[src/rtl/rgcr_pkg.sv]
`default_nettype none
package rgcr_pkg;

    // ------------------------------------------------------------
    // Register offsets
    // ------------------------------------------------------------
    localparam logic [5:0] ADDR_CTRL = 6'h23;
    localparam logic [5:0] ADDR_THR  = 6'h24;
    localparam logic [5:0] ADDR_LOOP = 6'h25;
    localparam logic [5:0] ADDR_STEP = 6'h26;

    // ------------------------------------------------------------
    // Front-end gain modes
    // ------------------------------------------------------------
    localparam logic [1:0] MODE_AUTO = 2'h0;
    localparam logic [1:0] MODE_LOW  = 2'h1;
    localparam logic [1:0] MODE_MID  = 2'h2;
    localparam logic [1:0] MODE_HIGH = 2'h3;

    // ------------------------------------------------------------
    // Loop constants
    // ------------------------------------------------------------
    localparam logic [6:0]        VGA_RESET   = 7'h7f;
    localparam logic signed [8:0] VGA_MAX     = 9'sh07f;
    localparam logic signed [8:0] STAGE_DROP  = 9'sh007; // 14 dB in 2 dB units
    localparam logic [6:0]        WIN_MIN     = 7'h08;
    localparam logic [3:0]        WIN_LOG_MIN = 4'h3;
    localparam logic [7:0]        SETTLE_CYC_0 = 8'h08;
    localparam logic [7:0]        SETTLE_CYC_1 = 8'h10;
    localparam logic [7:0]        SETTLE_CYC_2 = 8'h20;
    localparam logic [7:0]        SETTLE_CYC_3 = 8'h40;

    // ------------------------------------------------------------
    // Register layouts
    // ------------------------------------------------------------
    typedef struct packed {
        logic [3:0] rsvd;
        logic       vga_override_en;
        logic [6:0] vga_gain;
        logic [1:0] frontend_mode_override;
        logic [1:0] frontend_mode_current;
    } rgcr_ctrl_t;

    typedef struct packed {
        logic [3:0] frontend_mode_hysteresis;
        logic [5:0] mid_high_threshold;
        logic [5:0] low_mid_threshold;
    } rgcr_thr_t;

    typedef struct packed {
        logic       rsvd;
        logic       blanking_select;
        logic       detector_bias_double;
        logic [1:0] gain_settle_time;
        logic [2:0] detector_enable_set;
        logic [1:0] accumulate_window_len;
        logic [5:0] loop_target_level;
    } rgcr_loop_t;

    typedef struct packed {
        logic [5:0] rsvd;
        logic [4:0] mid_to_high_gain_step;
        logic [4:0] low_to_mid_gain_step;
    } rgcr_step_t;

    localparam rgcr_thr_t  THR_RESET  = '{4'h3, 6'h19, 6'h09};
    localparam rgcr_loop_t LOOP_RESET = '{1'h0, 1'h0, 1'h0, 2'h1, 3'h0, 2'h1, 6'h14};
    localparam rgcr_step_t STEP_RESET = '{6'h00, 5'h09, 5'h0a};

endpackage
`default_nettype wire

[src/rtl/rgcr_loop_if.sv]
`timescale 1ns/100ps
`default_nettype none
interface rgcr_loop_if;
    logic       smp_valid;
    logic [5:0] smp_level;
    logic [1:0] win_sel;
    logic       acc_clear;
    logic       dump_valid;
    logic [5:0] dump_level;
    logic       settle_start;
    logic [1:0] settle_sel;
    logic       settle_busy;

    modport core (output smp_valid, smp_level, win_sel, acc_clear,
                  output settle_start, settle_sel,
                  input  dump_valid, dump_level, settle_busy);
    modport acc  (input  smp_valid, smp_level, win_sel, acc_clear,
                  output dump_valid, dump_level);
    modport settle (input settle_start, settle_sel, output settle_busy);
endinterface
`default_nettype wire

[src/rtl/rgcr_top.sv]
// Summary of operation
// - Override enable applies software amplifier gain
// - Gain field: write override, read gain used
// - Mode override: auto, low, mid, high
// - Status field shows mode in use
// - Mode switching uses hysteresis, 2 dB units
// - Mid/high switch threshold, reset 25
// - Low/mid switch threshold, reset 9
// - Auto: blank on 14 dB drop unless disabled
// - Override: blank only when select bit set
// - Bit doubles peak detector bias current
// - Wait settle interval after gain change
// - Three bits enable individual peak detectors
// - Window length 8, 16, 32, 64 samples
// - Loop regulates toward target level
// - Mid to high gain step compensation
// - Low to mid gain step compensation
`timescale 1ns/100ps
`default_nettype none
module rgcr_top (
    input  wire logic        clk,
    input  wire logic        rst,
    input  wire logic        reg_wr,
    input  wire logic        reg_rd,
    input  wire logic [5:0]  reg_addr,
    input  wire logic [15:0] reg_wdata,
    output var  logic [15:0] reg_rdata,
    input  wire logic        rx_active,
    input  wire logic        det_valid,
    input  wire logic [5:0]  det_adc_level,
    input  wire logic [5:0]  det_fixed_level,
    input  wire logic [5:0]  det_var_level,
    output var  logic [6:0]  vga_gain_out,
    output var  logic [1:0]  frontend_mode_out,
    output var  logic [2:0]  detector_enable_out,
    output var  logic        detector_bias_double_out,
    output var  logic        vga_blank_out
);

    // ------------------------------------------------------------
    // State
    // ------------------------------------------------------------
    typedef struct packed {
        logic                 ovr_en;
        logic [6:0]           vga_ovr;
        logic [1:0]           mode_ovr;
        rgcr_pkg::rgcr_thr_t  thr;
        rgcr_pkg::rgcr_loop_t lset;
        rgcr_pkg::rgcr_step_t step;
        logic [6:0]           loop_vga;
        logic [1:0]           auto_mode;
        logic [6:0]           vga_out;
        logic [1:0]           mode_out;
        logic                 blank;
        logic                 settle_go;
        logic                 smp_valid;
        logic [5:0]           smp_level;
        logic [15:0]          rdata;
    } rgcr_top_st_t;

    rgcr_top_st_t q;
    rgcr_top_st_t d;

    rgcr_loop_if lp ();

    rgcr_accum u_accum (
        .clk (clk),
        .rst (rst),
        .lp  (lp.acc)
    );

    rgcr_settle u_settle (
        .clk (clk),
        .rst (rst),
        .lp  (lp.settle)
    );

    rgcr_pkg::rgcr_ctrl_t       wctrl;
    rgcr_pkg::rgcr_ctrl_t       rctrl;
    logic [5:0]                 lvl;
    logic                       settling;
    logic signed [8:0]          err;
    logic signed [8:0]          nv;
    logic signed [8:0]          hy;
    logic signed [8:0]          th_h;
    logic signed [8:0]          th_l;
    logic signed [8:0]          m2h;
    logic signed [8:0]          l2m;
    logic signed [8:0]          drop;
    logic [1:0]                 mode;
    logic [6:0]                 av;
    logic [1:0]                 am;
    logic                       falls;

    // ------------------------------------------------------------
    // Next state
    // ------------------------------------------------------------
    always_comb begin
        d           = q;
        d.settle_go = 1'b0;
        wctrl       = rgcr_pkg::rgcr_ctrl_t'(reg_wdata);
        settling    = q.settle_go | lp.settle_busy;

        // Register writes; reserved bits are not stored
        if (reg_wr) begin
            case (reg_addr)
                rgcr_pkg::ADDR_CTRL: begin
                    d.ovr_en   = wctrl.vga_override_en;
                    d.vga_ovr  = wctrl.vga_gain;
                    d.mode_ovr = wctrl.frontend_mode_override;
                end
                rgcr_pkg::ADDR_THR: begin
                    d.thr = rgcr_pkg::rgcr_thr_t'(reg_wdata);
                end
                rgcr_pkg::ADDR_LOOP: begin
                    d.lset      = rgcr_pkg::rgcr_loop_t'(reg_wdata);
                    d.lset.rsvd = 1'b0;
                end
                rgcr_pkg::ADDR_STEP: begin
                    d.step      = rgcr_pkg::rgcr_step_t'(reg_wdata);
                    d.step.rsvd = '0;
                end
                default: begin
                end
            endcase
        end

        // Strongest level among the enabled detectors
        lvl = '0;
        if (q.lset.detector_enable_set[2] && det_adc_level > lvl) begin
            lvl = det_adc_level;
        end
        if (q.lset.detector_enable_set[1] && det_fixed_level > lvl) begin
            lvl = det_fixed_level;
        end
        if (q.lset.detector_enable_set[0] && det_var_level > lvl) begin
            lvl = det_var_level;
        end
        d.smp_valid = det_valid & rx_active & (|q.lset.detector_enable_set);
        d.smp_level = lvl;

        // ------------------------------------------------------------
        // Loop update at each window dump outside gain override and settling
        // ------------------------------------------------------------
        hy   = {5'h00, q.thr.frontend_mode_hysteresis};
        th_h = {3'h0, q.thr.mid_high_threshold};
        th_l = {3'h0, q.thr.low_mid_threshold};
        m2h  = {4'h0, q.step.mid_to_high_gain_step};
        l2m  = {4'h0, q.step.low_to_mid_gain_step};
        err  = {3'h0, q.lset.loop_target_level} - {3'h0, lp.dump_level};
        nv   = {2'h0, q.loop_vga} + err;
        mode = q.auto_mode;
        if (mode == rgcr_pkg::MODE_AUTO) begin
            mode = rgcr_pkg::MODE_HIGH;
        end
        if (rx_active && q.auto_mode == rgcr_pkg::MODE_AUTO) begin
            d.auto_mode = rgcr_pkg::MODE_HIGH;
        end
        if (rx_active && lp.dump_valid && !settling && !q.ovr_en) begin
            case (mode)
                rgcr_pkg::MODE_HIGH: begin
                    if (nv < th_h - hy) begin
                        mode = rgcr_pkg::MODE_MID;
                        nv   = nv + m2h;
                    end
                end
                rgcr_pkg::MODE_MID: begin
                    if (nv > th_h + hy) begin
                        mode = rgcr_pkg::MODE_HIGH;
                        nv   = nv - m2h;
                    end else if (nv < th_l - hy) begin
                        mode = rgcr_pkg::MODE_LOW;
                        nv   = nv + l2m;
                    end
                end
                rgcr_pkg::MODE_LOW: begin
                    if (nv > th_l + hy) begin
                        mode = rgcr_pkg::MODE_MID;
                        nv   = nv - l2m;
                    end
                end
                default: begin
                end
            endcase
            if (nv < 9'sh000) begin
                nv = 9'sh000;
            end else if (nv > rgcr_pkg::VGA_MAX) begin
                nv = rgcr_pkg::VGA_MAX;
            end
            d.loop_vga  = 7'(nv);
            d.auto_mode = mode;
        end

        // ------------------------------------------------------------
        // Applied gain and mode
        // ------------------------------------------------------------
        av = q.ovr_en ? q.vga_ovr : d.loop_vga;
        am = d.auto_mode;
        if (q.mode_ovr != rgcr_pkg::MODE_AUTO) begin
            am = q.mode_ovr;
        end
        drop  = {2'h0, q.vga_out} - {2'h0, av};
        falls = (drop >= rgcr_pkg::STAGE_DROP) ||
                (am < q.mode_out && am != rgcr_pkg::MODE_AUTO);
        if (av != q.vga_out || am != q.mode_out) begin
            d.settle_go = 1'b1;
        end
        d.vga_out  = av;
        d.mode_out = am;

        // Blanking held while the new gain settles
        if (falls && !q.ovr_en && !q.lset.blanking_select) begin
            d.blank = 1'b1;
        end else if (falls && q.ovr_en && q.lset.blanking_select) begin
            d.blank = 1'b1;
        end else if (!settling) begin
            d.blank = 1'b0;
        end

        // ------------------------------------------------------------
        // Register reads
        // ------------------------------------------------------------
        rctrl                        = '0;
        rctrl.vga_override_en        = q.ovr_en;
        rctrl.vga_gain               = q.vga_out;
        rctrl.frontend_mode_override = q.mode_ovr;
        rctrl.frontend_mode_current  = q.mode_out;
        if (reg_rd) begin
            case (reg_addr)
                rgcr_pkg::ADDR_CTRL: d.rdata = 16'(rctrl);
                rgcr_pkg::ADDR_THR:  d.rdata = 16'(q.thr);
                rgcr_pkg::ADDR_LOOP: d.rdata = 16'(q.lset);
                rgcr_pkg::ADDR_STEP: d.rdata = 16'(q.step);
                default:             d.rdata = 16'h0000;
            endcase
        end
    end

    // ------------------------------------------------------------
    // State register
    // ------------------------------------------------------------
    always_ff @(posedge clk) begin
        if (rst) begin
            q          <= '0;
            q.vga_ovr  <= rgcr_pkg::VGA_RESET;
            q.loop_vga <= rgcr_pkg::VGA_RESET;
            q.vga_out  <= rgcr_pkg::VGA_RESET;
            q.thr      <= rgcr_pkg::THR_RESET;
            q.lset     <= rgcr_pkg::LOOP_RESET;
            q.step     <= rgcr_pkg::STEP_RESET;
        end else begin
            q <= d;
        end
    end

    // ------------------------------------------------------------
    // Loop interface and outputs
    // ------------------------------------------------------------
    assign lp.smp_valid    = q.smp_valid;
    assign lp.smp_level    = q.smp_level;
    assign lp.win_sel      = q.lset.accumulate_window_len;
    assign lp.acc_clear    = q.settle_go | lp.settle_busy | ~rx_active;
    assign lp.settle_start = q.settle_go;
    assign lp.settle_sel   = q.lset.gain_settle_time;

    assign reg_rdata                = q.rdata;
    assign vga_gain_out             = q.vga_out;
    assign frontend_mode_out        = q.mode_out;
    assign detector_enable_out      = q.lset.detector_enable_set;
    assign detector_bias_double_out = q.lset.detector_bias_double;
    assign vga_blank_out            = q.blank;

endmodule // rgcr_top
`default_nettype wire

[src/rtl/rgcr_accum.sv]
`timescale 1ns/100ps
`default_nettype none
module rgcr_accum (
    input  wire logic clk,
    input  wire logic rst,
    rgcr_loop_if.acc  lp
);
    typedef struct packed {
        logic [11:0] sum;
        logic [6:0]  cnt;
        logic        dv;
        logic [5:0]  lvl;
    } rgcr_acc_st_t;

    rgcr_acc_st_t q;
    rgcr_acc_st_t d;
    logic [11:0]  tot;
    logic [6:0]   len;
    logic [3:0]   sh;

    // ------------------------------------------------------------
    // Accumulate and dump
    // ------------------------------------------------------------
    always_comb begin
        d   = q;
        d.dv = 1'b0;
        len = WIN_MIN_SHL(lp.win_sel);
        sh  = rgcr_pkg::WIN_LOG_MIN + {2'h0, lp.win_sel};
        tot = q.sum + {6'h00, lp.smp_level};
        if (lp.acc_clear) begin
            d.sum = '0;
            d.cnt = '0;
        end else if (lp.smp_valid) begin
            d.sum = tot;
            d.cnt = q.cnt + 7'h01;
            if (d.cnt == len) begin
                d.dv  = 1'b1;
                d.lvl = 6'(tot >> sh);
                d.sum = '0;
                d.cnt = '0;
            end
        end
    end

    function automatic logic [6:0] WIN_MIN_SHL(input logic [1:0] s);
        WIN_MIN_SHL = rgcr_pkg::WIN_MIN << s;
    endfunction

    always_ff @(posedge clk) begin
        if (rst) begin
            q <= '0;
        end else begin
            q <= d;
        end
    end

    assign lp.dump_valid = q.dv;
    assign lp.dump_level = q.lvl;
endmodule // rgcr_accum
`default_nettype wire

[src/rtl/rgcr_settle.sv]
`timescale 1ns/100ps
`default_nettype none
module rgcr_settle (
    input  wire logic   clk,
    input  wire logic   rst,
    rgcr_loop_if.settle lp
);
    typedef struct packed {
        logic [7:0] cnt;
    } rgcr_set_st_t;

    rgcr_set_st_t q;
    rgcr_set_st_t d;

    // ------------------------------------------------------------
    // Settling countdown
    // ------------------------------------------------------------
    always_comb begin
        d = q;
        if (lp.settle_start) begin
            case (lp.settle_sel)
                2'h0:    d.cnt = rgcr_pkg::SETTLE_CYC_0;
                2'h1:    d.cnt = rgcr_pkg::SETTLE_CYC_1;
                2'h2:    d.cnt = rgcr_pkg::SETTLE_CYC_2;
                default: d.cnt = rgcr_pkg::SETTLE_CYC_3;
            endcase
        end else if (q.cnt != 8'h00) begin
            d.cnt = q.cnt - 8'h01;
        end
    end

    always_ff @(posedge clk) begin
        if (rst) begin
            q <= '0;
        end else begin
            q <= d;
        end
    end

    assign lp.settle_busy = (q.cnt != 8'h00);
endmodule // rgcr_settle
`default_nettype wire

[config.mk]
export PLATFORM = sky130hd
export DESIGN_NAME = rgcr_top
export DESIGN_NICKNAME = d
export VERILOG_FILES = /design/src/rtl/rgcr_pkg.sv /design/src/rtl/rgcr_loop_if.sv /design/src/rtl/rgcr_top.sv /design/src/rtl/rgcr_accum.sv /design/src/rtl/rgcr_settle.sv
export SDC_FILE = /design/constraint.sdc
export NUM_CORES = 1
export LEC_CHECK = 0
export BUFFER_PORTS_ARGS = -buffer_cell sky130_fd_sc_hd__buf_2
export CELL_PAD_IN_SITES_DETAIL_PLACEMENT = 1
export CELL_PAD_IN_SITES_GLOBAL_PLACEMENT = 2
export CORE_MARGIN = 5
export CORE_UTILIZATION = 41
export CTS_BUF_LIST = sky130_fd_sc_hd__clkbuf_2 sky130_fd_sc_hd__clkbuf_4 sky130_fd_sc_hd__clkbuf_8
export DETAILED_ROUTE_END_ITERATION = 8
export GPL_ROUTABILITY_DRIVEN = 1
export PLACE_DENSITY_LB_ADDON = 0.1
export RECOVER_POWER = 25
export SLEW_MARGIN = 10
export SYNTH_ARGS = -nofsm -noshare
export SYNTH_HDL_FRONTEND = slang
export SYNTH_SLANG_ARGS = --single-unit
[constraint.sdc]
create_clock -name clk -period 12.5 [get_ports clk]
set_input_delay 3.75 -clock clk [delete_from_list [all_inputs] [get_ports clk]]
set_output_delay 3.75 -clock clk [all_outputs]
set_load 0.05 [all_outputs]
==> impl_metrics.csv <==
group,metric,value,unit
global_routing,grt_pass1_vias,9984,
global_routing,grt_start_max_net_pins,75,
cts,htreeDepth,4,
worst_setup_path,startpoint_type,"input port",
worst_setup_path,path_class,"input port to register",
final_layout,seq_area,2560,µm²
synth,async_flop_share,0,
final_layout,multi_input_area,7170,µm²
synth,yosys.area_share.simple,0.188,
synth,synth_fa_ha_area_frac,0.157,
outcome,status,"finished, violations left",
cts,holdBufCountCts,0,
cts,cts_setup_buffers,0,
place,place_ws,3.68,ns
worst_setup_path,crit_fanout,74,
worst_setup_path,crit_arrival,9.72,ns
die,die_height,170,µm
synth,synth_mux_area_frac,0.0196,
drt,wl_met3,1760,µm
global_routing,grt_pass1_wl,56800,µm
global_routing,grt_use_total,0.249,
synth,syn_avg_cell_area,7.82,µm²
worst_setup_path,crit_path_end_kind,"register",
place,io_buffers,75,
worst_setup_path,critical_path.max_stage_delay,2.62,ns
pwr,p_leak,4.46,nW
sta,fmax,106,MHz
synth,ys_seq_area_frac,0.244,
die,die_area,28900,µm²
cts,cts-root-to-sink-buffers,2,
outcome,violations,"max-capacitance violations, max-slew violations",
drt,viasPerCell,5.82,
final_layout,fin_util,0.446,
final_layout,area_growth,7.07,%
sta,slew_headroom,-1.50,
drt,ant_nets,0,
final_layout,fillCellCount,3190,
die,core-area,25300,µm²
die,io_pins,76,
synth,synth_edf_count,0,
drt,wl_per_cell,21.1,µm
drt,routed_wl,35800,µm
pwr,ir_drop,51.7,µV
synth,yosysWarnings,0,
cts,cts-resized-gates,0,
sta,rsz0062_at_grt,"false",
drt,num_vias,9878,
sta,finalSetupViolations,0,
synth,ys.flop_type,"dfxtp_1",
drt,drc,0,
place,post-dp-hpwl,28300,µm
drt,wl_met1,17400,µm
global_routing,overflow,0,
drt,first_iter_violations,541,
synth,syn_area,10500,µm²
cts,clkTransAtPathRegs,0.08,ns
drt,firstDrtPassIters,5,
sta,fin_setup_tns,0,ns
job,drv_cap,1,
synth,synth_compound_area_frac,0.269,
die,fp.dieW,170,µm
drt,routed.top_layer,"met4",
synth,ys_ff_latch,128,
sta,setup_ws,3.09,ns
sta,hold_viol,0,
cts,cts_buffers,17,
global_routing,antenna_found_initial,0,
drt,dr_wl_met2,16200,µm
synth,synthCells,1345,
sta,final.min_clock_period,9.41,ns
cts,clk_latency,0.46,ns
synth,postSynthNetCount,1514,
final_layout,drive_above_1_share,0.0996,
hold_path,worstHoldPathType,"register to register",
final_layout,fin_nets,1522,
synth,synth_top_family_by_area,"compound AO/OA/AOI/OAI gates",
sta,max_slew.worst_pin.slew,3.75,ns
die,start_util,0.416,
synth,synth_xor_area_frac,0.0465,
worst_setup_path,crit_slowest_cell,"clkbuf_1",
sta,period_share,0.753,
cts,cts_tree,"built",
pwr,p_per_area,91.0,nW/µm²
worst_setup_path,crit_required,12.81,ns
synth,ys_types,99,
sta,fin_skew,0.0224,ns
sta,slew_viol_final,75,
place,gp_congestion,0.880,
cts,clock-sinks,128,
worst_setup_path,worstPathCellList,"buf_2 > clkbuf_1 > inv_1 > nand2_1 > nor2_1",
die,rows,58,
cts,root_buffer,"clkbuf_8",
## cell usage after synthesis (all sizes together), types with 5 or more instances
master,instances,share of area
nand2b,10,0.0059
o311a,6,0.0057
nand2,168,0.060
o31ai,8,0.0057
nand4,9,0.0054
a2111oi,7,0.0082
nor3,19,0.0095
a211o,6,0.0050
a31oi,14,0.0089
a22oi,33,0.025
buf,40,0.026
o21bai,11,0.0079
o21ai,56,0.028
nor2b,20,0.012
inv,84,0.030
clkbuf,54,0.019
fa,12,0.023
o211ai,20,0.015
mux4,5,0.011
ha,111,0.13
o21a,12,0.0086
a211oi,14,0.012
xor2,18,0.015
and3,8,0.0048
a21o,26,0.019
nor2,98,0.035
mux2i,6,0.0057
nor3b,10,0.0076
o2111ai,7,0.0064
nand3,53,0.026
xnor2,37,0.032
a21oi,151,0.073
and2,9,0.0054
dfxtp,128,0.24
## layout make-up
| type | count | share of cell area |
|---|---|---|
| diodes | 1 | 0.000222 |
| clock buffers | 17 | 0.0208 |
| clock inverters | 15 | 0.0137 |
| inverters | 85 | 0.0283 |
| multi-input cells | 1038 | 0.637 |
| flip-flops and latches | 128 | 0.228 |
| well taps | 330 | 0.0367 |
| repair buffers | 83 | 0.0358 |
## report_power, final
part           leakage, nW  internal (W)  switching (W)  total, W
Combinational         3.23     0.0000864       0.000143  0.000229
Sequential            1.04      0.000422      0.0000171  0.000439
Clock                0.192      0.000163       0.000193  0.000356
Total                 4.46      0.000671       0.000353   0.00102
## flip-flops by register name, indices dropped and copies added (netlist names), 5 cells and up
| register | count |
|---|---|
| reg_rdata | 16 |
| vga_gain_out | 7 |
| u_settle.q | 8 |
| u_accum.q | 19 |
| m2h | 5 |
| q | 38 |
| l2m | 5 |
| lp.smp_level | 6 |
| u_accum.lp.dump_level | 6 |
## per-layer routing
metal,up-vias,GRT usage
li1,4782,-
met1,4836,0.354
met2,229,0.394
met3,31,0.0411
met4,0,0.0622
met5,-,0
## through the flow
step / instances / total power, W / hold slack, ns / area [µm²]
final: 1697 / 0.00102 / 0.470 / 11300
after detailed placement: 1664 / 0.000678 / 0.460 / 10900
after floorplan: 1345 / 0.000616 / 0.432 / 10500
after CTS: 1696 / 0.00103 / 0.472 / 11300
after global routing: 1696 / 0.00108 / 0.500 / 11300
after global placement: 1664 / 0.000673 / 0.447 / 10900
## worst max-delay path, delay by kind of cell
kind	cells	cell delay, ns
buf+inv	3	4.66
simple gates	2	1.25
## path summary, 6_finish.rpt
| check | from | to | slack (ns) | cells past startpoint |
|---|---|---|---|---|
| worst max-delay path | rst | u_accum.q[9] | 3.09 | 5 |
| worst min-delay path | u_accum.q[14] | u_accum.q[14] | 0.47 | 2 |
| worst max register to register | q[59] | vga_blank_out | 3.56 | 34 |
| worst min register to register | u_accum.q[14] | u_accum.q[14] | 0.47 | 2 |
## cell usage in the layout, fill, tap and decap left out, types with 26 or more instances in the layout
master / synthesis / routed
xnor2_1: 36 / 36
dfxtp_1: 128 / 128
inv_1: 82 / 83
a21oi_1: 147 / 147
nor2_1: 97 / 97
a22oi_1: 31 / 31
ha_1: 111 / 111
nand3_1: 51 / 51
a21o_1: 26 / 26
buf_2: 7 / 52
o21ai_0: 45 / 45
nand2_1: 168 / 168
## logic make-up after synthesis
| family | Yosys count |
|---|---|
| multiplexers | 14 |
| XOR/XNOR | 55 |
| AND/OR/NAND/NOR | 426 |
| AO/OA/AOI/OAI | 418 |
| flip-flops | 128 |
| buffers and inverters | 179 |
| adder cells (fa/ha/maj) | 125 |
(Power assumes the default switching activity.)
